$ cat config.mk
export PLATFORM = sky130hd
export DESIGN_NAME = epp_ecp_parallel_port
export DESIGN_NICKNAME = d
export VERILOG_FILES = /design/src/epp_ecp_pkg.sv /design/src/epp_ecp_parallel_port.sv
export SDC_FILE = /design/constraint.sdc
export NUM_CORES = 1
export LEC_CHECK = 0
export ABC_AREA = 1
export BUFFER_PORTS_ARGS = -buffer_cell sky130_fd_sc_hd__buf_2
export CAP_MARGIN = 10
export CORE_MARGIN = 2
export CORE_UTILIZATION = 40
export DETAILED_ROUTE_END_ITERATION = 16
export PLACE_DENSITY = 0.6
export SLEW_MARGIN = 30
export SYNTH_ARGS = -nofsm -noshare
export SYNTH_HDL_FRONTEND = slang
export SYNTH_SLANG_ARGS = --single-unit
$ cat constraint.sdc
create_clock -name pclk -period 7.4 [get_ports pclk]
set_input_delay 1.48 -clock pclk [delete_from_list [all_inputs] [get_ports pclk]]
set_output_delay 1.48 -clock pclk [all_outputs]
set_load 0.02 [all_outputs]
$ cat src/epp_ecp_pkg.sv
// Purpose: shared constants and types for the parallel host port
// Assumes: APB word registers, byte address is four times the index
// Notes:   cycle counts are derived from the clock rate inside the module
package epp_ecp_pkg;
  localparam int ADDR_W = 16;
  // register indices
  localparam logic [11:0] IDX_PORT_DATA    = 12'h000;
  localparam logic [11:0] IDX_LINE_STATUS  = 12'h001;
  localparam logic [11:0] IDX_LINE_CONTROL = 12'h002;
  localparam logic [11:0] IDX_EPP_ADDR     = 12'h003;
  localparam logic [11:0] IDX_EPP_DATA0    = 12'h004;
  localparam logic [11:0] IDX_EPP_DATA3    = 12'h007;
  localparam logic [11:0] IDX_QUEUE        = 12'h400;
  localparam logic [11:0] IDX_CAP_B        = 12'h401;
  localparam logic [11:0] IDX_MODE_CTRL    = 12'h402;
  localparam logic [11:0] IDX_CHIP_OPT     = 12'h403;
  // field positions
  localparam int CTRL_DIR_BIT    = 5;
  localparam int OPT_EPP_EN_BIT  = 0;
  localparam int OPT_EPP_V19_BIT = 1;
  localparam int STAT_CYCLE_TIMEOUT_FLAG_BIT  = 0;
  // reset and fixed values
  localparam logic [5:0] CTRL_RST      = 6'h04;
  localparam logic [2:0] MODE_RST      = 3'h0;
  localparam logic [2:0] MODE_BITS_RST = 3'h5;
  localparam logic [5:0] CAP_B_RST     = 6'h07;
  localparam logic [1:0] CHIP_OPT_RST  = 2'h0;
  localparam logic [7:0] CAP_A_VALUE   = 8'h10;
  // timing, in nanoseconds
  localparam longint EPP_TIMEOUT_NS = 10000;
  localparam longint STROBE_NS      = 500;
  localparam longint NS_PER_S       = 1000000000;

  typedef enum logic [2:0] {
    MODE_SPP    = 3'b000,
    MODE_PS2    = 3'b001,
    MODE_FIFO   = 3'b010,
    MODE_ECP    = 3'b011,
    MODE_EPP    = 3'b100,
    MODE_RSVD   = 3'b101,
    MODE_TEST   = 3'b110,
    MODE_CONFIG = 3'b111
  } port_mode_e;

  typedef struct packed {
    logic [7:0] pd;
    logic       busy;
    logic       ack_n;
    logic       perror;
    logic       select;
    logic       fault_n;
  } par_in_s;

  typedef struct packed {
    logic [7:0] pd;
    logic       pd_oe;
    logic       strobe_n;
    logic       autofd_n;
    logic       init_n;
    logic       selectin_n;
  } par_out_s;
endpackage

$ cat src/epp_ecp_parallel_port.sv
// Purpose: multi-mode parallel port with EPP cycles, FIFO modes and ECP
// Assumes: cable inputs already synchronous to pclk
// Notes:   EPP accesses stall the APB access phase until the cable cycle ends
// Behaviour
// - data strobe low marks an EPP data cycle, read or write
// - address strobe low marks an EPP address cycle, read or write
// - init line low returns the peripheral to its initial mode
// - idle EPP cable follows control register, direction from the direction bit
// - cycle longer than ten microseconds is aborted and status bit 0 set
// - address write, data write, address read and data read cycles
// - newer protocol: start with wait low, finish on wait high, write line low
// - newer protocol: no cycle starts while wait is high
// - older protocol: start at once, finish only after wait rises
// - sixteen byte queue serves forward and reverse transfers
// - reverse count byte makes the following byte repeat in hardware
// - upper group decoded by offset and mode
// - mode taken from mode control bits 7 to 5
// - EPP mode honoured only when enabled in chip options
// - standard modes latch writes onto data lines, reads return the lines
// - ECP forward write at base offset queues an address tagged byte
// - DMA moves ECP traffic in both directions
// - compatibility FIFO mode runs the printer handshake in hardware
// - writing one clears the time-out flag, zero leaves it
// - direction bit one makes data lines inputs, zero outputs; plain printer and compat FIFO modes keep them outputs
//
// The APB register port was left to the implementer.
`timescale 1ns/10ps
module epp_ecp_parallel_port
  import epp_ecp_pkg::*;
#(
  parameter int CLK_HZ = 25000000,
  parameter int DEPTH  = 16
) (
  // clock and reset
  input  wire logic              pclk,
  input  wire logic              presetn,
  // apb slave
  input  wire logic              psel,
  input  wire logic              penable,
  input  wire logic              pwrite,
  input  wire logic [ADDR_W-1:0] paddr,
  input  wire logic [31:0]       pwdata,
  output logic      [31:0]       prdata,
  output logic                   pready,
  output logic                   pslverr,
  // parallel cable
  input  wire par_in_s           pins_i,
  output par_out_s               pins_o,
  // dma channel
  output logic                   dma_req,
  input  wire logic              dma_ack,
  input  wire logic [7:0]        dma_wdata,
  output logic      [7:0]        dma_rdata
);
  localparam longint TO_L = (EPP_TIMEOUT_NS * CLK_HZ) / NS_PER_S;
  localparam longint ST_L = (STROBE_NS * CLK_HZ + NS_PER_S - 1) / NS_PER_S;
  localparam logic [15:0] TIMEOUT_CYC = TO_L[15:0];
  localparam logic [15:0] STROBE_CYC  = (ST_L < 1) ? 16'h0001 : ST_L[15:0];
  localparam int PW = $clog2(DEPTH);

  initial begin
    if (TO_L < 1 || TO_L > 65535 || ST_L > 65535) $error("clock rate out of range");
    if (DEPTH < 2 || (DEPTH & (DEPTH - 1)) != 0) $error("depth must be a power of two");
  end

  typedef enum logic [1:0] {
    E_IDLE   = 2'b00,
    E_WAIT   = 2'b01,
    E_STROBE = 2'b10,
    E_DONE   = 2'b11
  } epp_e;

  typedef enum logic [2:0] {
    X_IDLE   = 3'b000,
    X_SETUP  = 3'b001,
    X_STROBE = 3'b010,
    X_HOLD   = 3'b011,
    X_RWAIT  = 3'b100,
    X_RACK   = 3'b101,
    X_RLE    = 3'b110
  } xfer_e;

  // registers
  logic [7:0]  data_reg;
  logic [5:0]  ctrl_reg;
  port_mode_e  mode_reg;
  logic [2:0]  mode_bits_reg;
  logic [5:0]  cap_b_reg;
  logic [1:0]  chip_opt_reg;
  logic        timeout_reg;
  logic [31:0] prdata_reg;
  logic        pslverr_reg;
  // epp engine
  epp_e        e_state;
  logic [15:0] epp_cnt_reg;
  logic        epp_write_reg;
  logic        epp_addr_reg;
  logic        epp_seen_low_reg;
  logic [7:0]  epp_wdata_reg;
  // queue and transfer engine
  logic [8:0]  mem [DEPTH];
  logic [PW-1:0] wr_ptr_reg;
  logic [PW-1:0] rd_ptr_reg;
  logic [PW:0] count_reg;
  xfer_e       x_state;
  logic [15:0] x_cnt_reg;
  logic [7:0]  xfer_data_reg;
  logic        xfer_tag_reg;
  logic [6:0]  rle_cnt_reg;
  logic [6:0]  rle_rep_reg;

  logic [11:0] idx;
  logic        in_range, dec_ok, is_epp, setup, access_done, apb_wr, apb_rd;
  logic [7:0]  rd_val;
  logic        epp_active, dir_eff, opt_v19, full, empty, fwd_run, rev_run;
  logic        epp_done, epp_tmo, epp_start;
  logic        push, pop, push_tag, q_push_apb, q_pop_apb, dma_on, dma_push, dma_pop;
  logic        eng_push, eng_pop;
  logic [7:0]  push_data;

  assign idx        = paddr[13:2];
  assign in_range   = (paddr[ADDR_W-1:14] == '0) && (paddr[1:0] == 2'b00);
  assign epp_active = (mode_reg == MODE_EPP) && chip_opt_reg[OPT_EPP_EN_BIT];
  assign opt_v19    = chip_opt_reg[OPT_EPP_V19_BIT];
  // direction is forced out in plain printer and compat FIFO modes
  assign dir_eff    = ctrl_reg[CTRL_DIR_BIT]
                      && !(mode_reg == MODE_SPP || mode_reg == MODE_FIFO);
  assign full       = count_reg == DEPTH[PW:0];
  assign empty      = count_reg == '0;
  assign fwd_run    = (mode_reg == MODE_FIFO) || (mode_reg == MODE_ECP && !dir_eff);
  assign rev_run    = (mode_reg == MODE_ECP) && dir_eff;
  assign setup      = psel && !penable;
  assign access_done = psel && penable && pready;
  assign apb_wr     = access_done && pwrite && dec_ok;
  assign apb_rd     = access_done && !pwrite && dec_ok;

  always_comb begin
    dec_ok = in_range;
    is_epp = 1'b0;
    rd_val = 8'h00;
    case (idx)
      IDX_PORT_DATA:    rd_val = pins_i.pd;
      IDX_LINE_STATUS:  rd_val = {~pins_i.busy, pins_i.ack_n, pins_i.perror, pins_i.select,
                                  pins_i.fault_n, 2'b11, timeout_reg};
      IDX_LINE_CONTROL: rd_val = {2'b11, ctrl_reg};
      IDX_EPP_ADDR, IDX_EPP_DATA0, 12'h005, 12'h006, IDX_EPP_DATA3: begin
        is_epp = epp_active && in_range;
        dec_ok = is_epp;
      end
      IDX_QUEUE: begin
        dec_ok = in_range && (mode_reg == MODE_FIFO || mode_reg == MODE_ECP
                              || mode_reg == MODE_TEST || mode_reg == MODE_CONFIG);
        rd_val = (mode_reg == MODE_CONFIG) ? CAP_A_VALUE : mem[rd_ptr_reg][7:0];
      end
      IDX_CAP_B: begin
        dec_ok = in_range && (mode_reg == MODE_CONFIG);
        rd_val = {2'b00, cap_b_reg};
      end
      IDX_MODE_CTRL:    rd_val = {mode_reg, mode_bits_reg, full, empty};
      IDX_CHIP_OPT:     rd_val = {6'h00, chip_opt_reg};
      default:          dec_ok = 1'b0;
    endcase
  end

  // apb answer; epp accesses wait for the cable cycle to finish
  assign pready  = is_epp ? (e_state == E_DONE) : 1'b1;
  assign prdata  = prdata_reg;
  assign pslverr = pslverr_reg;

  always_ff @(posedge pclk or negedge presetn) begin
    if (!presetn) begin
      prdata_reg  <= 32'h0000_0000;
      pslverr_reg <= 1'b0;
    end else if (epp_done || epp_tmo) begin
      prdata_reg  <= {24'h000000, pins_i.pd};
      pslverr_reg <= epp_tmo;
    end else if (setup && !is_epp) begin
      prdata_reg  <= {24'h000000, rd_val};
      pslverr_reg <= !dec_ok;
    end
  end

  // software registers
  always_ff @(posedge pclk or negedge presetn) begin
    if (!presetn) begin
      data_reg      <= 8'h00;
      ctrl_reg      <= CTRL_RST;
      mode_reg      <= port_mode_e'(MODE_RST);
      mode_bits_reg <= MODE_BITS_RST;
      cap_b_reg     <= CAP_B_RST;
      chip_opt_reg  <= CHIP_OPT_RST;
    end else if (apb_wr) begin
      case (idx)
        IDX_PORT_DATA:    if (mode_reg != MODE_ECP) data_reg <= pwdata[7:0];
        IDX_LINE_CONTROL: ctrl_reg <= pwdata[5:0];
        IDX_CAP_B:        cap_b_reg <= pwdata[5:0];
        IDX_MODE_CTRL: begin
          mode_reg      <= port_mode_e'(pwdata[7:5]);
          mode_bits_reg <= pwdata[4:2];
        end
        IDX_CHIP_OPT:     chip_opt_reg <= pwdata[1:0];
        default: ;
      endcase
    end
  end

  // time-out flag: a new time-out wins over a clear in the same cycle
  always_ff @(posedge pclk or negedge presetn) begin
    if (!presetn) timeout_reg <= 1'b0;
    else if (epp_tmo) timeout_reg <= 1'b1;
    else if (apb_wr && idx == IDX_LINE_STATUS && pwdata[STAT_CYCLE_TIMEOUT_FLAG_BIT])
      timeout_reg <= 1'b0;
  end

  // epp cycle engine
  assign epp_start = setup && is_epp && e_state == E_IDLE;
  assign epp_tmo   = (e_state == E_WAIT || e_state == E_STROBE)
                     && epp_cnt_reg >= TIMEOUT_CYC;
  assign epp_done  = !epp_tmo && e_state == E_STROBE && pins_i.busy
                     && (opt_v19 || epp_seen_low_reg);

  always_ff @(posedge pclk or negedge presetn) begin
    if (!presetn) begin
      e_state          <= E_IDLE;
      epp_cnt_reg      <= 16'h0000;
      epp_write_reg    <= 1'b0;
      epp_addr_reg     <= 1'b0;
      epp_seen_low_reg <= 1'b0;
      epp_wdata_reg    <= 8'h00;
    end else begin
      case (e_state)
        E_IDLE: if (epp_start) begin
          epp_write_reg    <= pwrite;
          epp_addr_reg     <= idx == IDX_EPP_ADDR;
          epp_wdata_reg    <= pwdata[7:0];
          epp_cnt_reg      <= 16'h0000;
          epp_seen_low_reg <= 1'b0;
          e_state <= (opt_v19 && pins_i.busy) ? E_WAIT : E_STROBE;
        end
        E_WAIT: begin
          epp_cnt_reg <= epp_cnt_reg + 16'h0001;
          if (epp_tmo) e_state <= E_DONE;
          else if (!pins_i.busy) e_state <= E_STROBE;
        end
        E_STROBE: begin
          epp_cnt_reg <= epp_cnt_reg + 16'h0001;
          if (!pins_i.busy) epp_seen_low_reg <= 1'b1;
          if (epp_tmo || epp_done) e_state <= E_DONE;
        end
        E_DONE: e_state <= E_IDLE;
        default: e_state <= E_IDLE;
      endcase
    end
  end

  // queue sources and sinks
  assign q_push_apb = apb_wr && !full && (
      (idx == IDX_QUEUE && (fwd_run || mode_reg == MODE_TEST))
      || (idx == IDX_PORT_DATA && mode_reg == MODE_ECP && !dir_eff));
  assign push_tag   = apb_wr && idx == IDX_PORT_DATA;
  assign q_pop_apb  = apb_rd && idx == IDX_QUEUE && !empty
                      && (rev_run || mode_reg == MODE_TEST);
  // dma is held off whenever psel is high, whatever register the bus addresses
  assign dma_on     = mode_bits_reg[1] && !mode_bits_reg[0] && !psel
                      && (mode_reg == MODE_FIFO || mode_reg == MODE_ECP || mode_reg == MODE_TEST);
  assign dma_req    = dma_on && (dir_eff ? !empty : !full);
  assign dma_push   = dma_req && dma_ack && !dir_eff;
  assign dma_pop    = dma_req && dma_ack && dir_eff;
  assign dma_rdata  = mem[rd_ptr_reg][7:0];
  assign push       = q_push_apb || dma_push || eng_push;
  assign pop        = q_pop_apb || dma_pop || eng_pop;
  assign push_data  = eng_push ? (x_state == X_RLE ? xfer_data_reg : pins_i.pd)
                    : (dma_push ? dma_wdata : pwdata[7:0]);

  always_ff @(posedge pclk) begin
    if (push) mem[wr_ptr_reg] <= {push_tag && !eng_push && !dma_push, push_data};
  end

  always_ff @(posedge pclk or negedge presetn) begin
    if (!presetn) begin
      wr_ptr_reg <= '0;
      rd_ptr_reg <= '0;
      count_reg  <= '0;
    end else if (mode_reg == MODE_SPP) begin
      wr_ptr_reg <= '0;
      rd_ptr_reg <= '0;
      count_reg  <= '0;
    end else begin
      if (push) wr_ptr_reg <= wr_ptr_reg + 1'b1;
      if (pop) rd_ptr_reg <= rd_ptr_reg + 1'b1;
      if (push && !pop) count_reg <= count_reg + 1'b1;
      else if (pop && !push) count_reg <= count_reg - 1'b1;
    end
  end

  // transfer engine: forward handshakes and reverse capture
  assign eng_pop  = x_state == X_IDLE && fwd_run && !empty && !pins_i.busy;
  assign eng_push = !full && ((x_state == X_RWAIT && !pins_i.ack_n
                              && (pins_i.busy || pins_i.pd[7]))
                             || (x_state == X_RLE));

  always_ff @(posedge pclk or negedge presetn) begin
    if (!presetn) begin
      x_state       <= X_IDLE;
      x_cnt_reg     <= 16'h0000;
      xfer_data_reg <= 8'h00;
      xfer_tag_reg  <= 1'b0;
      rle_cnt_reg   <= 7'h00;
      rle_rep_reg   <= 7'h00;
    end else if (!fwd_run && !rev_run) begin
      x_state <= X_IDLE;
    end else begin
      case (x_state)
        X_IDLE: begin
          x_cnt_reg <= 16'h0000;
          if (eng_pop) begin
            xfer_data_reg <= mem[rd_ptr_reg][7:0];
            xfer_tag_reg  <= mem[rd_ptr_reg][8];
            x_state       <= X_SETUP;
          end else if (rev_run && !full) x_state <= X_RWAIT;
        end
        X_SETUP: begin
          x_cnt_reg <= x_cnt_reg + 16'h0001;
          if (x_cnt_reg == STROBE_CYC - 16'h0001) begin
            x_cnt_reg <= 16'h0000;
            x_state   <= X_STROBE;
          end
        end
        X_STROBE: begin
          x_cnt_reg <= x_cnt_reg + 16'h0001;
          if (mode_reg == MODE_FIFO ? x_cnt_reg == STROBE_CYC - 16'h0001 : pins_i.busy) begin
            x_cnt_reg <= 16'h0000;
            x_state   <= X_HOLD;
          end
        end
        X_HOLD: begin
          x_cnt_reg <= x_cnt_reg + 16'h0001;
          if (mode_reg == MODE_FIFO ? x_cnt_reg == STROBE_CYC - 16'h0001 : !pins_i.busy)
            x_state <= X_IDLE;
        end
        X_RWAIT: if (!pins_i.ack_n) begin
          if (!pins_i.busy && !pins_i.pd[7]) begin
            rle_cnt_reg <= pins_i.pd[6:0];
            x_state     <= X_RACK;
          end else if (!full) begin
            xfer_data_reg <= pins_i.pd;
            rle_rep_reg   <= rle_cnt_reg;
            rle_cnt_reg   <= 7'h00;
            x_state       <= X_RACK;
          end
        end
        X_RACK: if (pins_i.ack_n) x_state <= (rle_rep_reg != 7'h00) ? X_RLE : X_IDLE;
        X_RLE: if (!full) begin
          rle_rep_reg <= rle_rep_reg - 7'h01;
          if (rle_rep_reg == 7'h01) x_state <= X_IDLE;
        end
        default: x_state <= X_IDLE;
      endcase
    end
  end

  // cable drive
  always_comb begin
    pins_o.pd         = data_reg;
    pins_o.pd_oe      = !dir_eff;
    pins_o.strobe_n   = ~ctrl_reg[0];
    pins_o.autofd_n   = ~ctrl_reg[1];
    pins_o.init_n     = ctrl_reg[2];
    pins_o.selectin_n = ~ctrl_reg[3];
    if (epp_active && e_state != E_IDLE) begin
      pins_o.pd         = epp_wdata_reg;
      pins_o.pd_oe      = epp_write_reg;
      pins_o.strobe_n   = !epp_write_reg;
      pins_o.autofd_n   = !(e_state == E_STROBE && !epp_addr_reg);
      pins_o.selectin_n = !(e_state == E_STROBE && epp_addr_reg);
    end else if (fwd_run && x_state != X_IDLE) begin
      pins_o.pd       = xfer_data_reg;
      pins_o.pd_oe    = 1'b1;
      pins_o.strobe_n = x_state != X_STROBE;
      if (mode_reg == MODE_ECP) pins_o.autofd_n = !xfer_tag_reg;
    end else if (rev_run) begin
      pins_o.autofd_n = x_state != X_RWAIT;
    end
  end
endmodule // epp_ecp_parallel_port

### Word-level counts from Yosys, hierarchy flattened

Memory sizes are Yosys's and may differ from the RTL's.
Cells that the tools add are included.

* magnitude comparators: 1
* reduce and logical (&&, ||, !) cells: 138
* equality and inequality tests: 50
* multiplexer cells: 72
* bitwise gates (word level): 6
* add/subtract/negate cells: 7

Operator list (count)
* 2-to-1 mux 32 bit: 2
* 2-to-1 mux 8 bit: 8
* case mux 16 bit (4 select lines): 1
* logical AND 1 bit: 58
* case mux 8 bit (7 select lines): 1
* == test 12 x 11 -> 1 bit, second input constant: 4
* == test 12 x 3 -> 1 bit, second input constant: 4
* 2-to-1 mux 16 bit: 3
* 2-to-1 mux 7 bit: 6
* 2-to-1 mux 3 bit: 13
* adder 16 x 1 -> 16 bit, second input constant: 2
* case mux 16 bit (2 select lines): 1
* logical NOT 1 bit: 25
* == test 12 x 2 -> 1 bit, second input constant: 2
* case mux 3 bit (7 select lines): 1
* == test 3 bit, second input constant: 6
* != test 3 bit, second input constant: 6
* nonzero test 2 bit: 9
* logical OR 1 bit: 17
* 2-to-1 mux 1 bit: 17
* == test 16 x 4 -> 1 bit, second input constant: 1
* greater-or-equal comparator 16 x 8 -> 1 bit, second input constant: 1
* 2-to-1 mux 4 bit: 4
* != test 2 bit, second input constant: 8
* 39 further kinds: 74

* register bits after elaboration: 146
* output and inout port bits: 56
* logic and storage cells: 299
* bits in writable memories: 144
* memories: 1
* input port bits: 75

Memory list
* mem: words 16, bits a word 9, read ports 1, clocked after Yosys merged registers in 0, write ports 1, line epp_ecp_parallel_port.sv:101 `logic [8:0] mem [DEPTH];`

### Depth between registers and ports, before layout

Gate-level depths: netlist (run 1).

* depth in word-level cells: 18
* depth in mapped cells: 21
* depth with buffers taken out: 21

### Worst setup path before layout (run 1)

Ideal clock, no wire load.

* path kind: in2out
* from: input psel
* to: output dma_req
* path buffers: 0
* setup slack: 3.172 ns
* arrival: 2.748 ns
* required time: 5.920 ns
* cell stages on the path: 3
* cell sequence: inv_1 > nand3b_1 > a2111oi_0

* longest elaborated chain between the ends: 4

RTL lines
* start, declared: line epp_ecp_parallel_port.sv:38 `input wire logic psel,`
* logical NOT 1 bit: line epp_ecp_parallel_port.sv:264 `assign dma_on = mode_bits_reg[1] && !mode_bits_reg[0] && !psel`
* logical AND 1 bit: line epp_ecp_parallel_port.sv:264
* logical AND 1 bit: line epp_ecp_parallel_port.sv:265 `&& (mode_reg == MODE_FIFO || mode_reg == MODE_ECP || mode_reg == MODE_TEST);`
* logical AND 1 bit: line epp_ecp_parallel_port.sv:266 `assign dma_req = dma_on && (dir_eff ? !empty : !full);`
* end, declared: line epp_ecp_parallel_port.sv:50 `output logic dma_req,`

No other way between the ends.

### Worst setup path in the final report (run 1)

* from: register rd_ptr_reg[2]
* to: output dma_rdata[7]

* longest elaborated chain between the ends: 1

RTL lines
* start, declared: line epp_ecp_parallel_port.sv:103 `logic [PW-1:0] rd_ptr_reg;`
* start signal, assigned: line epp_ecp_parallel_port.sv:290 `if (pop) rd_ptr_reg <= rd_ptr_reg + 1'b1;`
* memory read (16 x 9 bit)
* end, declared: line epp_ecp_parallel_port.sv:53 `output logic [7:0] dma_rdata`

No other way between the ends.

==> results of run 1 <==
==> path summary, 6_finish.rpt <==
kind | from | end | slack (ps) | depth (start not counted)
min in group asynchronous | presetn | x_cnt_reg[11] | 1000 | 1
hold / removal | mode_bits_reg[2] | mode_bits_reg[2] | 480 | 2
max in group asynchronous | presetn | rd_ptr_reg[0] | 5050 | 2
setup reg to reg | rd_ptr_reg[2] | prdata[7] | 3960 | 11
hold reg to reg | mode_bits_reg[2] | mode_bits_reg[2] | 480 | 2
setup / recovery | rd_ptr_reg[2] | dma_rdata[7] | 2250 | 8
==> kinds of logic (layout without fill, tap and decap cells) <==
| family | count (synthesis) | after routing | synth area share, % |
|---|---|---|---|
| other | 1 | 24 | 0.0279 |
| flip-flops | 266 | 266 | 55.0 |
| buffers and inverters | 224 | 308 | 7.33 |
| XOR/XNOR | 19 | 19 | 1.24 |
| adder cells (fa/ha/maj) | 20 | 20 | 1.92 |
| AND/OR/NAND/NOR | 598 | 598 | 20.0 |
| AO/OA/AOI/OAI | 328 | 328 | 14.5 |
==> metrics by stage <==
step	hold WS (ps)	cell area, um2	instances	total power, uW	util, %
after global routing	504	15200	2011	3710	45.8
after CTS	481	15200	2011	3600	45.7
after detailed placement	472	14200	1955	2110	42.7
after floorplan	454	13500	1479	1990	-
after global placement	467	14200	1955	2110	42.7
final	481	15200	2011	3580	45.8
==> where the power goes <==
group / switching (uW) / internal (uW) / total [uW] / leakage, uW
clock: 618 / 875 / 1490 / 0.000496
combinational: 305 / 125 / 430 / 0.00308
sequential: 40.1 / 1610 / 1650 / 0.00277
==> metal layers <==
layer  vias up  routed length (um)  GRT usage (%)
li1       5147                   -              -
met1      5213               16100           28.0
met2       304               17900           35.5
met3        59                1970           2.61
met4         0                1030           6.01
met5         -                   0              0
==> worst reg2reg max path: cells and delay by family, from the launching register on <==
kind | cells | cell delay (ps)
buffers and inverters | 2 | 760
AO/OA/AOI/OAI | 4 | 570
AND/OR/NAND/NOR | 5 | 1240
flip-flops | 1 | 720
==> cell usage in the layout (no fill, tap or decap), types with 30 or more instances in the layout <==
| master | netlist | layout |
|---|---|---|
| nand2_1 | 283 | 283 |
| inv_1 | 139 | 138 |
| dfrtp_1 | 116 | 115 |
| o21ai_0 | 131 | 125 |
| a21oi_1 | 46 | 46 |
| nor2_1 | 139 | 133 |
| clkbuf_16 | 0 | 30 |
| buf_2 | 14 | 81 |
| nand3_1 | 79 | 79 |
| o21ai_1 | 30 | 36 |
| edfxtp_1 | 144 | 144 |
==> layout make-up <==
class / instances / area share [%]
clock inverter: 14 / 0.879
multi-input combinational: 989 / 34.0
clock buffer: 42 / 5.62
sequential: 266 / 48.5
tap: 448 / 3.68
timing repair buffer: 99 / 3.55
inverter: 153 / 3.79
==> flow_summary.yaml, run 1 <==
outcome:
  status: "completed"
drt:
  wirelength_um: 37000
  drt_pre_antenna_iters: 5
  num_vias: 10700
  ant_nets: 0
  drt-initial-drc-count: 833
  wl_per_cell_um: 18.4
  via_per_inst: 5.33
  drc: 0
timing:
  finalWorstSetupSlack_ps: 2250
  setup_tns_ps: 0
  finalHoldViolations: 0
  min_period_ps: 5150
  worst_slew_pin_slew_ps: 951
  fmaxAchievable_ghz: 0.194
  max_slew_margin_pct: 36.3
  slew_violations: 0
  final.period_utilization_pct: 69.6
  fin_worst_skew_ps: 14.0
  setup-violations-final: 0
  rsz0062_at_grt: "no"
critical_path:
  path_cells: "inv_1 -> nor2_2 -> inv_1 -> a21oi_1 -> a211oi_1 -> o21ai_0 -> nand2_1 -> buf_2"
  crit_required_ps: 5920
  path_class: "flop to primary output"
  critical_path.max_fanout: 14
  cpMostUsedCell: "inv_1"
  cp.arrival_ps: 3670
  worstSetupStartpointType: "flop"
  crit_path_end_kind: "primary output"
  max_stage_delay_ps: 720
  cp_slowest_cell: "dfrtp_1"
  critPathBufInv: 3
  path_delay_family: "buffers and inverters"
global_route:
  antenna_found_initial: 0
  grt_pass1_wl_um: 57400
  grt_max_degree: 75
  gr-total-overflow: 0
  grt_use_total_pct: 20.9
  grt_pass1_vias: 10300
yosys:
  ys.flop_type: "edfxtp_1"
  yosys_warnings: 0
  synthTopCellsByArea: "edfxtp_1 (32%), dfrtp_1 (22%), nand2_1 (7.9%), o21ai_0 (4.9%), inv_1 (3.9%)"
  async_reset_ff_share_pct: 45.9
  yosysUniqueCellTypes: 56
  syn_inst: 1456
  synth_edf_count: 144
  synth_top_cells_by_count: "nand2_1 (283), edfxtp_1 (144), inv_1 (139), nor2_1 (139), o21ai_0 (131)"
  avgSynthCellArea_um2: 9.23
  synth-seq-cells: 266
  yosysMostFrequentCell: "nand2_1"
  synth_top_cell_by_area: "edfxtp_1"
  yosysSeqAreaShare_pct: 55.0
  synth_top_area_share_pct: 32.2
  synth_area_um2: 13400
floorplanning:
  dieArea_um2: 35100
  pin_count: 131
  die_w_um: 187
  core-area_um2: 33300
  row_count: 67
  die_h_um: 187
  start_util_pct: 40.4
power_and_ir_drop:
  leakage_uw: 0.00634
  irDropWorstVdd_mv: 0.189
  power_density_nw_per_um2: 235
clocking:
  root_buffer: "clkbuf_16"
  cts_buffers: 30
  holdBufCountCts: 0
  numClockSinks: 266
  cts_tree: "built"
  cts_setup_buffers: 0
  path_clk_slew_ps: 60
  clk_latency_ps: 580
  cts-htree-levels: 1
  cts_buffer_depth: 3
  post_cts_resized: 0
cells_and_area:
  multi_input_area_um2: 5170
  nets: 1634
  syn_to_final_growth_pct: 13.3
  antennaDiodeCount: 0
  drive_gt1_share_pct: 14.5
  seqCellArea_um2: 7390
  fillers: 3223
  largest_register_ffs: 144
placement:
  finalWeightedCongestion: 0.899
  place.detailed.hpwl_um: 25500
  io_buffers: 82
  pre_cts_ws_ps: 2880
worst_hold_path:
  worst_hold_path_type: "flop to flop"
flow_run:
  drv_cap: 0
Power figures use the tool's default switching activity.
==> run 2, diff against run 1 <==
clock period = 5.2 ns   (was 7.4 ns; I/O delays follow)
==> run 2 against run 1 <==
  * Critical path depth decreased by 2
  * Hold slack got worse by 1.9 ps
  * Register-to-register slack got worse by 2200 ps
  * Power increased by 43%
  * Clock skew increased by 4.7 ps
  * Wire length decreased by 0.24%
  * Via count decreased by 0.34%
  * Sequential share of layout area decreased by 0.29 points
  * Sequential power increased by 43%
  * Critical endpoint unchanged
==> flow_summary.yaml, run 2 (same netlist as run 1, synthesis figures left out) <==
critical_path:
  reg2reg_to: "count_reg[4]"
  crit_path_end_kind: "primary output"
  reg2reg_from: "x_state[2]"
  critical_path.max_fanout: 58
  reg2reg_depth: 18
  r2r_setup_slack_ps: 1730
  crit_required_ps: 4160
  path_class: "flop to primary output"
  cp.arrival_ps: 3190
  worstSetupStartpointType: "flop"
cells_and_area:
  fin_util_pct: 46.0
  largest_register_ffs: 144
  nets: 1642
  final_cell_mix: "nand2_1 (283), edfxtp_1 (144), inv_1 (138), nor2_1 (136), o21ai_0 (125)"
  syn_to_final_growth_pct: 14.0
  drive_gt1_share_pct: 14.8
  final_common_cell: "nand2_1"
  antennaDiodeCount: 0
  fillers: 3208
clocking:
  root_buffer: "clkbuf_16"
  cts_buffers: 30
  path_clk_slew_ps: 60
  holdBufCountCts: 0
  post_cts_resized: 0
  cts_setup_buffers: 0
  cts-htree-levels: 1
  numClockSinks: 266
  cts_tree: "built"
  clk_latency_ps: 590
  cts_buffer_depth: 3
placement:
  finalWeightedCongestion: 0.935
  io_buffers: 82
  place.detailed.hpwl_um: 25500
floorplanning:
  dieArea_um2: 35100
  core-area_um2: 33300
  die_w_um: 187
  start_util_pct: 40.4
  row_count: 67
  die_h_um: 187
  pin_count: 131
timing:
  max_slew_margin_pct: 41.2
  rsz0062_at_grt: "no"
  setup_tns_ps: 0
  setup-violations-final: 0
  final.period_utilization_pct: 81.3
  worst_slew_pin_slew_ps: 878
  fin_worst_skew_ps: 18.7
  finalHoldViolations: 0
  min_period_ps: 4230
  slew_violations: 0
  fmaxAchievable_ghz: 0.237
global_route:
  gr-total-overflow: 0
  grt_max_degree: 75
  grt_use_total_pct: 20.8
  grt_pass1_wl_um: 57000
  antenna_found_initial: 0
  grt_pass1_vias: 10100
drt:
  drc: 0
  via_per_inst: 5.29
  ant_nets: 0
  drt_pre_antenna_iters: 5
  wl_per_cell_um: 18.3
  wirelength_um: 36900
  num_vias: 10700
  drt-initial-drc-count: 948
outcome:
  status: "completed"
worst_hold_path:
  holdPathStages: 2
  worstHoldStart: "mode_bits_reg[2]"
  worst_hold_path_type: "flop to flop"
  min_to: "mode_bits_reg[2]"
flow_run:
  drv_cap: 0
power_and_ir_drop:
  power_density_nw_per_um2: 334
  leakage_uw: 0.00639
  irDropWorstVdd_mv: 0.283
[run 2: changes by cell type in the layout (fill, tap and decap cells not counted), moves of 2 or more]
| cell | previous run | this run |
|---|---|---|
| buf_4 | 18 | 25 |
| clkinvlp_4 | 0 | 3 |
| nor2_1 | 133 | 136 |
| nor2_2 | 13 | 10 |
| clkbuf_1 | 6 | 4 |
| clkinv_1 | 4 | 6 |
| clkinv_2 | 11 | 9 |
[run 2: metal layers]
metal / global-route usage (%) / up-vias / part of all wire [%]
met3: 3.13 / 56 / 5.8
met5: 0 / - / 0
met1: 28.3 / 5121 / 44
li1: - / 5169 / -
met4: 6.01 / 0 / 2.5
met2: 34.7 / 341 / 48
[run 2: worst max path at each step]
stage	depth (start not counted)	slack [ps]	end	start
6_report	6	970	dma_rdata[7]	rd_ptr_reg[0]
5_1_grt	6	850	dma_rdata[0]	rd_ptr_reg[0]
4_1_cts	10	1010	dma_rdata[7]	rd_ptr_reg[2]
3_5_place_dp	12	1220	mem[10][3]	paddr[13]
3_3_place_gp	12	1270	mem[7][7]	paddr[13]
2_1_floorplan	18	1790	count_reg[4]	paddr[13]
[run 2: power breakdown]
part / leakage [uW] / internal [uW] / switching [uW] / total [uW]
clock network: 0.000493 / 1260 / 885 / 2140
registers: 0.00277 / 2300 / 59.3 / 2360
logic: 0.00313 / 179 / 431 / 610
[run 2: critical path: stages, from the launching register on]
cell and delay, ps:
dfrtp_2 370, clkinv_2 610, o21ai_0 410, o22ai_1 190, o21ai_0 410, nand2_1 320, buf_2 250
[run 2: metrics by stage]
stage | instance area [um2] | setup slack, ps | hold slack, ps | std cells | power [uW]
finish | 15300 | 974 | 479 | 2019 | 5110
global placement | 14300 | 1270 | 467 | 1963 | 3000
detailed placement | 14300 | 1220 | 471 | 1963 | 3010
CTS | 15300 | 1010 | 480 | 2019 | 5150
floorplan | 13500 | 1790 | 454 | 1479 | 2820
global route | 15300 | 847 | 493 | 2019 | 5310
[run 2: layout make-up]
type | count | area (um2) | share of cell area, %
Clock inverter | 15 | 154 | 1.00
Inverter | 153 | 578 | 3.77
Sequential cell | 266 | 7390 | 48.2
Multi-Input combinational cell | 989 | 5170 | 33.7
Tap cell | 448 | 561 | 3.66
Timing Repair Buffer | 107 | 613 | 4.00
Clock buffer | 41 | 862 | 5.63
